File: src/afc_pkg.sv
// afc_pkg: register map, reset values and slope table for the automatic
// fan duty block; shared by the top and the per-channel ramp.
// assumes 8-bit temperature codes in 1 degree steps, compared unsigned.
package afc_pkg;

  // ==========================================================================
  // sizes
  localparam int unsigned NCH    = 3;
  localparam int unsigned AW     = 12;
  localparam int unsigned DW     = 32;
  localparam int unsigned SLP_FB = 4;   // fraction bits of slope table

  // ==========================================================================
  // register indices (byte address = 4 * index)
  localparam logic [7:0] IDX_R1_SLOPE = 8'h5F;
  localparam logic [7:0] IDX_LC_SLOPE = 8'h60;
  localparam logic [7:0] IDX_R2_SLOPE = 8'h61;
  localparam logic [7:0] IDX_R1_CRIT  = 8'h6A;
  localparam logic [7:0] IDX_LC_CRIT  = 8'h6B;
  localparam logic [7:0] IDX_R2_CRIT  = 8'h6C;
  localparam logic [7:0] IDX_HYST_A   = 8'h6D;
  localparam logic [7:0] IDX_HYST_B   = 8'h6E;
  localparam logic [7:0] IDX_START0   = 8'h67;
  localparam logic [7:0] IDX_FLOOR0   = 8'h64;
  localparam logic [7:0] IDX_CEIL0    = 8'h38;
  localparam logic [7:0] IDX_STATUS   = 8'h70;

  // ==========================================================================
  // field positions
  localparam int unsigned SLOPE_LSB = 4;
  localparam int unsigned HYST_HI   = 4;
  localparam int unsigned ST_OVR    = 3;

  // ==========================================================================
  // reset values and the full duty code
  localparam logic [7:0] RST_SLOPE = 8'hC0;
  localparam logic [7:0] RST_CRIT  = 8'hA4;
  localparam logic [7:0] RST_HYSTA = 8'h44;
  localparam logic [7:0] RST_HYSTB = 8'h40;
  localparam logic [7:0] RST_START = 8'h9A;
  localparam logic [7:0] RST_FLOOR = 8'h80;
  localparam logic [7:0] RST_CEIL  = 8'hFF;
  localparam logic [7:0] FULL_DUTY = 8'hFF;

  // ==========================================================================
  // duty codes per degree, x16: 170 / span for the sixteen span codes
  localparam logic [15:0][10:0] SLOPE_TAB = {
    11'd34,   11'd51,   11'd68,  11'd85,  11'd102, 11'd136, 11'd170, 11'd204,
    11'd272,  11'd340,  11'd408, 11'd544, 11'd680, 11'd816, 11'd1088, 11'd1360};

  // strictly above a threshold
  function automatic logic above(input logic [7:0] t, input logic [7:0] lim);
    return t > lim;
  endfunction

  // strictly below lim - hyst, with no wrap when hyst exceeds lim
  function automatic logic below_rel(input logic [7:0] t, input logic [7:0] lim,
                                     input logic [3:0] hy);
    return ({1'b0, t} + {5'h00, hy}) < {1'b0, lim};
  endfunction

endpackage

File: src/afc_ramp.sv
// afc_ramp: combinational duty for one channel from temperature, start
// temperature, slope code, floor and ceiling duty.
// assumes the caller registers the result and owns the on/off state.
`timescale 1ns/100ps
`default_nettype none

module afc_ramp (
  input  wire logic [7:0] temp,
  input  wire logic [7:0] start_temp,
  input  wire logic [3:0] slope_code,
  input  wire logic [7:0] floor_duty,
  input  wire logic [7:0] ceiling_duty,
  input  wire logic       fan_on,
  output logic      [7:0] duty
);

  logic [7:0]  delta;
  logic [18:0] prod;
  logic [15:0] sum;
  logic [7:0]  ramp;

  // ==========================================================================
  // linear ramp from the floor, fixed slope whatever the floor is
  always_comb
  begin
    delta = (temp > start_temp) ? 8'(temp - start_temp) : 8'h00;
    prod  = 19'(delta) * 19'(afc_pkg::SLOPE_TAB[slope_code]);
    sum   = 16'(floor_duty) + 16'(prod >> afc_pkg::SLP_FB);
    ramp  = (sum > 16'(afc_pkg::FULL_DUTY)) ? afc_pkg::FULL_DUTY : sum[7:0];
    if (!fan_on)
      duty = 8'h00;
    else if (ramp > ceiling_duty)
      duty = ceiling_duty;
    else
      duty = ramp;
  end

endmodule // afc_ramp

`default_nettype wire

File: src/afc_top.sv
// afc_top: automatic fan duty with per-channel slope and a critical
// override that drives every fan to full duty, behind an APB slave.
// assumes temperatures come from same-clock measurement logic; channel n
// drives fan output n (no mux here).
//
// Operation
// - above its start temperature a channel's duty rises linearly until full duty.
// - each channel has a 4-bit span code in bits 7:4, 0000 = 2 deg to 1111 = 80 deg, reset 1100.
// - span codes live at 0x5F remote 1, 0x60 local, 0x61 remote 2.
// - full-speed temperature is start + (255 - floor) * span / 170.
// - duty code 255 means 100 percent and is the ramp's top.
// - raising the floor keeps the same slope, so full duty comes earlier.
// - any channel above its critical limit drives every fan at full duty.
// - full duty holds until that channel drops below limit minus hysteresis.
// - the critical override cannot be masked by any fan setting.
// - critical limits sit at 0x6A, 0x6B, 0x6C and reset to 0xA4.
// - hysteresis: 0x6D bits 7:4 remote 1, 3:0 local; 0x6E bits 7:4 remote 2; default 4.
// - each hysteresis field is four bits of whole degrees up to 15.
// - a fan switches on at floor duty above start and off below start minus hysteresis.
// - the ceiling duty limits the ramp but not the critical override.
`timescale 1ns/100ps
`default_nettype none

module afc_top (
  input  wire logic                   ref_clk,
  input  wire logic                   rst,
  input  wire logic                   psel,
  input  wire logic                   penable,
  input  wire logic                   pwrite,
  input  wire logic [afc_pkg::AW-1:0] paddr,
  input  wire logic [afc_pkg::DW-1:0] pwdata,
  input  wire logic [3:0]             pstrb,
  output logic                        pready,
  output logic      [afc_pkg::DW-1:0] prdata,
  output logic                        pslverr,
  input  wire logic [7:0]             temp_remote1,
  input  wire logic [7:0]             temp_local,
  input  wire logic [7:0]             temp_remote2,
  output logic      [7:0]             fan_duty0,
  output logic      [7:0]             fan_duty1,
  output logic      [7:0]             fan_duty2,
  output logic                        critical_override
);

  typedef struct packed {
    logic [afc_pkg::NCH-1:0][7:0] slope;
    logic [afc_pkg::NCH-1:0][7:0] crit;
    logic [7:0]                   hyst_a;
    logic [3:0]                   hyst_b;
    logic [afc_pkg::NCH-1:0][7:0] start;
    logic [afc_pkg::NCH-1:0][7:0] floor_d;
    logic [afc_pkg::NCH-1:0][7:0] ceil_d;
    logic [afc_pkg::NCH-1:0]      fan_on;
    logic [afc_pkg::NCH-1:0]      crit_lat;
    logic [afc_pkg::NCH-1:0][7:0] duty;
    logic                         ovr;
    logic                         ready;
    logic [afc_pkg::DW-1:0]       rdata;
    logic                         err;
  } afc_state_s;

  afc_state_s st_q;
  afc_state_s st_d;

  logic [afc_pkg::NCH-1:0][7:0] temp;
  logic [afc_pkg::NCH-1:0][3:0] hyst;
  logic [afc_pkg::NCH-1:0][7:0] ramp_duty;
  logic [afc_pkg::NCH-1:0]      fan_nx;
  logic [7:0]                   idx;
  logic                         addr_ok;
  logic                         wr_commit;

  // ==========================================================================
  // channel views
  assign temp[0] = temp_remote1;
  assign temp[1] = temp_local;
  assign temp[2] = temp_remote2;
  // hysteresis nibbles shared by fan on/off and critical release
  assign hyst[0] = st_q.hyst_a[7:afc_pkg::HYST_HI];
  assign hyst[1] = st_q.hyst_a[afc_pkg::HYST_HI-1:0];
  assign hyst[2] = st_q.hyst_b;

  // ==========================================================================
  // per-channel ramp
  for (genvar g = 0; g < afc_pkg::NCH; g++)
  begin : g_ch
    // on/off settles before the ramp reads it, so a fan starts at floor duty
    // in the same edge that sees it cross the start temperature
    assign fan_nx[g] = afc_pkg::above(temp[g], st_q.start[g]) ? 1'b1 :
                       afc_pkg::below_rel(temp[g], st_q.start[g], hyst[g]) ? 1'b0 :
                       st_q.fan_on[g];
    afc_ramp u_ramp (
      .temp         (temp[g]),
      .start_temp   (st_q.start[g]),
      .slope_code   (st_q.slope[g][7:afc_pkg::SLOPE_LSB]),
      .floor_duty   (st_q.floor_d[g]),
      .ceiling_duty (st_q.ceil_d[g]),
      .fan_on       (fan_nx[g]),
      .duty         (ramp_duty[g])
    );
  end

  // ==========================================================================
  // APB decode: word aligned, index in paddr[9:2], one wait state
  assign idx       = paddr[9:2];
  assign addr_ok   = (paddr[1:0] == 2'b00) && (paddr[afc_pkg::AW-1:10] == '0);
  assign wr_commit = psel && penable && pwrite && st_q.ready;

  // read mux; unmapped answers zero with error
  function automatic logic [8:0] rd_reg(input afc_state_s s, input logic [7:0] i);
    logic [8:0] r;
    r = {1'b1, 8'h00};
    unique case (i)
      afc_pkg::IDX_R1_SLOPE: r = {1'b0, s.slope[0]};
      afc_pkg::IDX_LC_SLOPE: r = {1'b0, s.slope[1]};
      afc_pkg::IDX_R2_SLOPE: r = {1'b0, s.slope[2]};
      afc_pkg::IDX_R1_CRIT:  r = {1'b0, s.crit[0]};
      afc_pkg::IDX_LC_CRIT:  r = {1'b0, s.crit[1]};
      afc_pkg::IDX_R2_CRIT:  r = {1'b0, s.crit[2]};
      afc_pkg::IDX_HYST_A:   r = {1'b0, s.hyst_a};
      afc_pkg::IDX_HYST_B:   r = {1'b0, s.hyst_b, 4'h0};
      afc_pkg::IDX_STATUS:   r = {1'b0, 4'h0, s.ovr, s.crit_lat};
      default:
      begin
        for (int k = 0; k < afc_pkg::NCH; k++)
        begin
          if (i == afc_pkg::IDX_START0 + 8'(k)) r = {1'b0, s.start[k]};
          if (i == afc_pkg::IDX_FLOOR0 + 8'(k)) r = {1'b0, s.floor_d[k]};
          if (i == afc_pkg::IDX_CEIL0 + 8'(k))  r = {1'b0, s.ceil_d[k]};
        end
      end
    endcase
    return r;
  endfunction

  // ==========================================================================
  // next state
  always_comb
  begin
    logic [8:0] rd;
    logic       any_lat;
    rd      = rd_reg(st_q, idx);
    any_lat = 1'b0;
    st_d    = st_q;

    // bus answer: ready rises one cycle into access, drops after the edge
    st_d.ready = psel && penable && !st_q.ready;
    // data and error stand for the answer cycle only; a stale error
    // must not outlive its own transfer
    st_d.rdata = '0;
    st_d.err   = 1'b0;
    if (psel && penable && !st_q.ready)
    begin
      st_d.rdata = pwrite ? '0 : {24'h000000, rd[7:0]};
      st_d.err   = !addr_ok || rd[8] || (pwrite && idx == afc_pkg::IDX_STATUS);
    end

    // register writes, low byte lane only
    if (wr_commit && addr_ok && pstrb[0])
    begin
      unique case (idx)
        afc_pkg::IDX_R1_SLOPE: st_d.slope[0] = pwdata[7:0];
        afc_pkg::IDX_LC_SLOPE: st_d.slope[1] = pwdata[7:0];
        afc_pkg::IDX_R2_SLOPE: st_d.slope[2] = pwdata[7:0];
        afc_pkg::IDX_R1_CRIT:  st_d.crit[0]  = pwdata[7:0];
        afc_pkg::IDX_LC_CRIT:  st_d.crit[1]  = pwdata[7:0];
        afc_pkg::IDX_R2_CRIT:  st_d.crit[2]  = pwdata[7:0];
        afc_pkg::IDX_HYST_A:   st_d.hyst_a   = pwdata[7:0];
        afc_pkg::IDX_HYST_B:   st_d.hyst_b   = pwdata[7:afc_pkg::HYST_HI];
        default:
        begin
          for (int k = 0; k < afc_pkg::NCH; k++)
          begin
            if (idx == afc_pkg::IDX_START0 + 8'(k)) st_d.start[k]   = pwdata[7:0];
            if (idx == afc_pkg::IDX_FLOOR0 + 8'(k)) st_d.floor_d[k] = pwdata[7:0];
            if (idx == afc_pkg::IDX_CEIL0 + 8'(k))  st_d.ceil_d[k]  = pwdata[7:0];
          end
        end
      endcase
    end

    // per-channel on/off and critical latches; zero hysteresis chatters
    for (int k = 0; k < afc_pkg::NCH; k++)
    begin
      st_d.fan_on[k] = fan_nx[k];
      if (afc_pkg::above(temp[k], st_q.crit[k]))
        st_d.crit_lat[k] = 1'b1;
      else if (afc_pkg::below_rel(temp[k], st_q.crit[k], hyst[k]))
        st_d.crit_lat[k] = 1'b0;
      any_lat = any_lat || st_d.crit_lat[k];
    end
    st_d.ovr = any_lat;

    // override bypasses ramp, floor and ceiling alike
    for (int k = 0; k < afc_pkg::NCH; k++)
      st_d.duty[k] = any_lat ? afc_pkg::FULL_DUTY : ramp_duty[k];
  end

  // ==========================================================================
  // state register
  always_ff @(posedge ref_clk or posedge rst)
  begin
    if (rst)
    begin
      st_q          <= '0;
      st_q.slope    <= {afc_pkg::NCH{afc_pkg::RST_SLOPE}};
      st_q.crit     <= {afc_pkg::NCH{afc_pkg::RST_CRIT}};
      st_q.hyst_a   <= afc_pkg::RST_HYSTA;
      st_q.hyst_b   <= afc_pkg::RST_HYSTB[7:afc_pkg::HYST_HI];
      st_q.start    <= {afc_pkg::NCH{afc_pkg::RST_START}};
      st_q.floor_d  <= {afc_pkg::NCH{afc_pkg::RST_FLOOR}};
      st_q.ceil_d   <= {afc_pkg::NCH{afc_pkg::RST_CEIL}};
    end
    else
      st_q <= st_d;
  end

  // ==========================================================================
  // outputs straight from the state register
  assign pready            = st_q.ready;
  assign prdata            = st_q.rdata;
  assign pslverr           = st_q.err;
  assign fan_duty0         = st_q.duty[0];
  assign fan_duty1         = st_q.duty[1];
  assign fan_duty2         = st_q.duty[2];
  assign critical_override = st_q.ovr;

endmodule // afc_top

`default_nettype wire

File: config.mk
export PLATFORM = sky130hd
export DESIGN_NAME = afc_top
export DESIGN_NICKNAME = d
export VERILOG_FILES = /design/src/afc_pkg.sv /design/src/afc_ramp.sv /design/src/afc_top.sv
export SDC_FILE = /design/constraint.sdc
export NUM_CORES = 1
export LEC_CHECK = 0
export ABC_CLOCK_PERIOD_IN_PS = 22700
export BUFFER_PORTS_ARGS = -buffer_cell sky130_fd_sc_hd__buf_2
export CAP_MARGIN = 20
export CORE_ASPECT_RATIO = 1.25
export CORE_MARGIN = 2
export CORE_UTILIZATION = 69
export DETAILED_ROUTE_END_ITERATION = 16
export PLACE_DENSITY = 0.91
export SYNTH_ARGS = -nofsm -noshare
export SYNTH_HDL_FRONTEND = slang
export SYNTH_SLANG_ARGS = --single-unit
File: constraint.sdc
create_clock -name ref_clk -period 22.7 [get_ports ref_clk]
set_input_delay 4.54 -clock ref_clk [delete_from_list [all_inputs] [get_ports ref_clk]]
set_output_delay 4.54 -clock ref_clk [all_outputs]
set_load 0.02 [all_outputs]
## Word-level counts from Yosys, hierarchy flattened

Memories as Yosys holds them, arrays and structs flattened.
Index checks and enable logic that the tools add are counted.

- Add/sub/neg operators: 9
- Multiply operators: 3
- $lt $le $gt $ge: 21
- Equality and inequality tests: 18
- Multiplexer cells: 42
- Bitwise gates (word level): 1
- Reduce and logical (&&, ||, !) cells: 34

Operators by type and width:

| operator | number |
|---|---|
| $mux W8 | 16 |
| $eq A8 B7 Y1 const B | 15 |
| $mux W9 | 10 |
| $pmux W9 S9 | 1 |
| $gt A8 B8 Y1 | 9 |
| $mul A8 B11 Y19 | 3 |
| $lt A9 B8 Y1 | 6 |
| $add A8 B15 Y16 | 3 |
| $gt A16 B8 Y1 const B | 3 |
| $mux W11 | 3 |
| $add A8 B4 Y9 | 3 |
| $reduce_and A3 Y1 | 9 |
| $eq A8 B6 Y1 const B | 3 |
| $sub A8 B8 Y8 | 3 |
| $reduce_and A2 Y1 | 8 |
| $lt A4 B5 Y1 const B | 3 |
| $mux W1 | 12 |
| $logic_and A1 B1 Y1 | 8 |
| $reduce_or A8 Y1 | 1 |
| $logic_not A2 Y1 | 2 |
| $logic_or A1 B1 Y1 | 4 |
| $logic_not A1 Y1 | 2 |
| $not A1 Y1 | 1 |

- Flip-flop bits (word level): 197
- Memory bits (read-only): 528
- Input bits: 77
- Output and inout bits: 59
- Logic and storage cells: 157
- Memories: 3

Memories:

| memory | depth | width | read ports | clocked after Yosys merged registers in | write ports | line | text |
|---|---|---|---|---|---|---|---|
| (no name shown) | 16 | 11 | 1 | 0 | 0 | afc_ramp.sv:27 | `prod = 19'(delta) * 19'(afc_pkg::SLOPE_TAB[slope_code]);` |
| (no name shown) | 16 | 11 | 1 | 0 | 0 | afc_ramp.sv:27 |  |
| (no name shown) | 16 | 11 | 1 | 0 | 0 | afc_ramp.sv:27 |  |

## Logic depth before layout (Yosys ltp)

- Depth in word-level cells: 14
- Mapped depth: 47
- Mapped depth without buffers: 44

## Hierarchy

Synthesis repeated with hierarchy kept, for this count alone.

- Cells, all modules: 2685
- Area total of the unflattened synthesis: 23786.6 um2

By module, submodules not included:

| module | instances | cells each | area an instance (um2) | seq. area each (um2) |
|---|---|---|---|---|
| afc_top | 1 | 1052 | 11160.7 | 4400.5 |
| afc_ramp (g_ch[1].u_ramp) | 1 | 555 | 4287.9 | 0.0 |
| afc_ramp (g_ch[2].u_ramp) | 1 | 539 | 4184.0 | 0.0 |
| afc_ramp (g_ch[0].u_ramp) | 1 | 539 | 4154.0 | 0.0 |

## Least setup slack after synthesis

No wires, ideal clock.

- Path type: input to register
- Start point: input temp_local[0]
- End point: register st_q (netlist bit fan_duty1[3])
- Library setup time: 0.123 ns
- Data arrival time: 13.275 ns
- Required time: 22.577 ns
- Slack: 9.302 ns
- Cell stages on the path: 43
- Path buffers: 2
- Cell sequence: inv_1 -> ha_1 -> fa_1 -> nand2b_1 -> a211oi_1 -> or3_1 -> o21ai_1 -> nor3_1 -> o21ai_0 -> fa_1 -> inv_1 -> fa_1 -> fa_1 -> inv_1 -> fa_1 -> inv_1 -> ha_1 -> and4_1 -> (+7 left out) -> a31oi_1 -> and2_1 -> nand4_1 -> mux2i_1 -> and4bb_4 -> buf_6 -> nand2_1 -> ha_1 -> nor2b_1 -> o21a_1 -> o21ai_0 -> nand2b_1 -> a21oi_1 -> o21ai_0 -> o21ai_0 -> or3_1 -> buf_1 -> o221a_1

RTL lines:

| what | line | text |
|---|---|---|
| from (decl) | afc_top.sv:37 | `input wire logic [7:0] temp_local,` |
| to (signal assigned) | afc_top.sv:215 | `st_q <= st_d;` |
| to (decl) | afc_top.sv:62 | `afc_state_s st_q;` |

==> run summary <==
RUN
----------------------------------------------------------------------------------------------------
Max-cap viol count ....................................................................            0

POWER AND IR DROP
----------------------------------------------------------------------------------------------------
Sequential fraction of design power ...................................................        0.256
Internal power ........................................................................     0.694 mW
Cell Pwr Density ...................................................................... 52.5 mW/mm^2
Combinational Power Share .............................................................        0.491
Switching share of power ..............................................................        0.427
Switching Power .......................................................................     0.517 mW
Max IR drop VDD .......................................................................  0.0000490 V
Portion of total power attributed to the clock network ................................        0.252
Leakage power summed over all cells ...................................................      11.2 nW

CRITICAL PATH
----------------------------------------------------------------------------------------------------
Capturing point of the worst reg2reg path ............................................. fan_duty0[2]$_DFF_PP0_
Register-to-register path setup slack .................................................     11.46 ns
Slowest stage cell, crit path ......................................................... sky130_fd_sc_hd__nor2_1
Crit path top cell by count ........................................................... sky130_fd_sc_hd__o21ai_0
Number of cells on the worst reg-to-reg path ..........................................           42
CP Data Required Time .................................................................     23.08 ns
Launching instance or port of the critical path ....................................... temp_remote1[0]
Sort of element at the end of the critical path .......................................         flop
Critical Path Max Stage Delay .........................................................      0.83 ns
Critical register-to-register path startpoint ......................................... st_q[113]$_DFFE_PP0P_
Highest fanout seen on the critical path ..............................................           16
Worst setup path endpoint ............................................................. fan_duty0[2]$_DFF_PP0_
Startpoint Class ...................................................................... primary input
CP Data Arrival Time ..................................................................     15.41 ns
Startpoint-to-endpoint class of the critical path ..................................... primary input to flop

CLOCKING
----------------------------------------------------------------------------------------------------
Post-CTS setup buffer count ...........................................................            0
Clock Path Buffers ....................................................................            2
Htree depth ...........................................................................            4
TritonCTS clock tree ..................................................................          yes
Post-CTS Hold Buffers .................................................................            0
Clock-pin slew reported for the worst setup and hold paths after clock tree synthesis .      0.08 ns
Buffer cell driving the clock tree root ............................................... sky130_fd_sc_hd__clkbuf_16
Cts repair resizes ....................................................................            0
Cts bufs inserted .....................................................................           17
Worst-skew pair later-pin latency .....................................................      0.47 ns
Clk sinks .............................................................................          173

STA
----------------------------------------------------------------------------------------------------
Count of final max-slew check failures ................................................            0
Highest achievable clock rate .........................................................   0.0665 GHz
Final critical-path share of the clock period .........................................        0.662
Min setup slack post-route ............................................................      7.67 ns
Worst slew margin relative to its limit ...............................................        0.203
Least-Margin Pin Slew .................................................................      1.19 ns
RSZ-0062 raised after global routing ..................................................           no
Final setup skew ......................................................................    0.0155 ns
Finish-stage setup viols ..............................................................            0
Post-route setup TNS ..................................................................         0 ns
Final hold violation count ............................................................            0
Final critical-path required period ...................................................     15.03 ns

GLOBAL ROUTE
----------------------------------------------------------------------------------------------------
Initial antenna violation count .......................................................            1
Via count of the first global-routing pass ............................................        19677
Grt met3 use ..........................................................................       0.0769
GRT Util Overall ......................................................................        0.388
Met2 global-route usage ...............................................................        0.643
Met1 Usage GRT ........................................................................        0.437
Maximum number of pins on one net before global-route repair ..........................           89
Remaining global-route overflow .......................................................            0
Busiest metal layer after global routing ..............................................         met2
Global-route wire length before repair ................................................       101 mm

PLACE
----------------------------------------------------------------------------------------------------
Final RePlAce weighted congestion .....................................................         1.02
Placement-stage worst setup slack .....................................................      7.40 ns
Instance area after placement ......................................................... 0.0224 sq mm
Number of port buffers ................................................................           84
HPWL after detailed placement .........................................................      49.7 mm

YOSYS
----------------------------------------------------------------------------------------------------
Sequential area share after synthesis .................................................        0.200
Number of flops mapped to enable cells by yosys .......................................            0
Most used DFF post-synth .............................................................. sky130_fd_sc_hd__dfrtp_1
#FFs+latches synth ....................................................................          173
Cell types with the largest area share after synthesis ................................ sky130_fd_sc_hd__ha_1 (16%), sky130_fd_sc_hd__fa_1 (16%), sky130_fd_sc_hd__dfrtp_1 (13%)
Synthesized area divided by synthesized cell count ....................................   9.01 sq um
Share of flip-flops with an asynchronous set or reset after synthesis .................         1.00
YS warnings ...........................................................................            0
Most numerous cell in the Yosys netlist ............................................... sky130_fd_sc_hd__inv_1
Post-synthesis instance total .........................................................         2442
Count of unique library cells instantiated by Yosys ...................................           82
Top cells by instance count after synthesis ........................................... sky130_fd_sc_hd__inv_1 (329), sky130_fd_sc_hd__ha_1 (276), sky130_fd_sc_hd__nor2_1 (194)
Largest area contributor in the netlist ............................................... sky130_fd_sc_hd__ha_1
Area share of the largest cell type after synthesis ...................................        0.157
Summed instance area of the synthesized netlist ....................................... 0.0220 sq mm

FINISH
----------------------------------------------------------------------------------------------------
Area growth from synthesis to layout ..................................................        4.85%
Layout cells sized above 1 ............................................................        0.144
Nets ..................................................................................         2984
Post-layout instance area ............................................................. 0.0231 sq mm
FILL cells ............................................................................         2246

ROUTING
----------------------------------------------------------------------------------------------------
Overall routed net length .............................................................      63.2 mm
Drt via density .......................................................................         6.58
Total via count after detailed routing ................................................        18984
DRC violations left ...................................................................            0
Post-detailed-route wirelength per cell ...............................................      21.9 um
Total iterations of the first detailed-routing run ....................................            8
Count of antenna-violating nets left after detailed routing ...........................            0
Initial drt markers ...................................................................         1919

RUN STATUS
----------------------------------------------------------------------------------------------------
Outcome ............................................................................... complete, no violations

FLOORPLANNING
----------------------------------------------------------------------------------------------------
I/O pin count .........................................................................          136
Starting density of the core ..........................................................        0.696
Die ar. ............................................................................... 0.0333 sq mm
Row cnt ...............................................................................           73
Die X-Extent ..........................................................................       164 um
Area of the core ...................................................................... 0.0316 sq mm
Chip height ...........................................................................       204 um

HOLD PATH
----------------------------------------------------------------------------------------------------
Min-delay src ......................................................................... st_q[63]$_DFF_PP0_
Worst Hold Class ...................................................................... flop to flop

through the flow:
step	hold slack, ns	total power [mW]	instances	utilization
floorplan	0.459	0.759	2465	-
global placement	0.481	0.867	2851	0.709
detailed placement	0.492	0.896	2851	0.709
CTS	0.508	1.20	2883	0.729
global route	0.532	1.29	2885	0.730
finish	0.507	1.21	2886	0.730
layout make-up:
class | instances | area, sq um | area share
Multi-Input combinational cell | 1844 | 15800 | 0.684
Sequential cell | 173 | 4400 | 0.191
Inverter | 329 | 1240 | 0.0538
Timing Repair Buffer | 95 | 520 | 0.0226
Tap cell | 412 | 515 | 0.0224
Clock buffer | 17 | 425 | 0.0184
Clock inverter | 15 | 184 | 0.00798
Antenna cell | 1 | 2.50 | 0.000109
cells in the final DEF (no fill, tap or decap), types with 9 or more instances in the layout:
cell,count
sky130_fd_sc_hd__inv_1,328
sky130_fd_sc_hd__ha_1,276
sky130_fd_sc_hd__nor2_1,194
sky130_fd_sc_hd__nand2_1,192
sky130_fd_sc_hd__fa_1,171
sky130_fd_sc_hd__mux2_2,137
sky130_fd_sc_hd__dfrtp_1,116
sky130_fd_sc_hd__a21oi_1,108
sky130_fd_sc_hd__o21ai_0,107
sky130_fd_sc_hd__buf_2,84
sky130_fd_sc_hd__a21o_1,62
sky130_fd_sc_hd__dfstp_2,57
sky130_fd_sc_hd__xnor2_1,49
sky130_fd_sc_hd__nand2b_1,38
sky130_fd_sc_hd__nor3_1,37
sky130_fd_sc_hd__nor2b_1,34
sky130_fd_sc_hd__xor2_1,33
sky130_fd_sc_hd__nand3_1,33
sky130_fd_sc_hd__nand4_1,25
sky130_fd_sc_hd__conb_1,24
sky130_fd_sc_hd__a22oi_1,21
sky130_fd_sc_hd__and2_1,20
sky130_fd_sc_hd__a211oi_1,18
sky130_fd_sc_hd__mux2i_1,17
sky130_fd_sc_hd__clkbuf_16,17
sky130_fd_sc_hd__a222oi_1,16
sky130_fd_sc_hd__and3_1,16
sky130_fd_sc_hd__or2_2,15
sky130_fd_sc_hd__o21a_1,14
sky130_fd_sc_hd__or3_1,11
sky130_fd_sc_hd__o31ai_1,11
sky130_fd_sc_hd__a31oi_1,11
sky130_fd_sc_hd__a221oi_1,10
sky130_fd_sc_hd__nor4_1,9
sky130_fd_sc_hd__buf_4,9
worst max-delay path: cells and delay by family:
family	cells	cell delay (ns)
AOI/OAI and AO/OA	15	2.81
and+or+nand+nor	12	3.30
adders and majority gates	9	3.76
xor gates and xnor gates	1	0.20
buffers and inverters	7	0.76
cells by family (layout without fill, tap and decap cells):
kind of cell,after synthesis,count (layout),share of synthesized area
compound gates,467,467,0.141
xor+xnor,82,82,0.0327
fa+ha+maj,447,447,0.313
buf+inv,448,456,0.0870
flops,173,173,0.200
mux,155,155,0.0789
other cells,1,25,0.000171
simple gates,669,669,0.147
flip-flops by register name, indices dropped and copies added (netlist names), 8 cells and up:
| signal | cells |
|---|---|
| st_q | 126 |
| hyst | 12 |
| fan_duty0 | 8 |
| fan_duty1 | 8 |
| fan_duty2 | 8 |
| prdata | 8 |
power groups by stage:
stage / logic [mW] / registers, mW / clock network (mW)
after floorplan: 0.442 / 0.316 / 0
after global placement: 0.551 / 0.316 / 0
after detailed placement: 0.580 / 0.316 / 0
after CTS: 0.585 / 0.311 / 0.305
after global routing: 0.663 / 0.311 / 0.316
final: 0.595 / 0.311 / 0.305
worst min-delay path by stage:
stage / endpoint / slack, ns / cells after the start
floorplan: st_q[63]$_DFF_PP0_ / 0.46 / 2
global placement: st_q[63]$_DFF_PP0_ / 0.48 / 2
detailed placement: st_q[63]$_DFF_PP0_ / 0.49 / 2
CTS: st_q[63]$_DFF_PP0_ / 0.51 / 2
global route: st_q[181]$_DFFE_PP0P_ / 0.53 / 1
finish: st_q[63]$_DFF_PP0_ / 0.51 / 2
routing by layer:
metal | share of wire | up-vias
met5 | 0.0012 | -
met4 | 0.091 | 4
met3 | 0.080 | 397
met2 | 0.48 | 1131
met1 | 0.35 | 9109
li1 | - | 8343
Note: power is estimated with default switching activity, not from simulation.
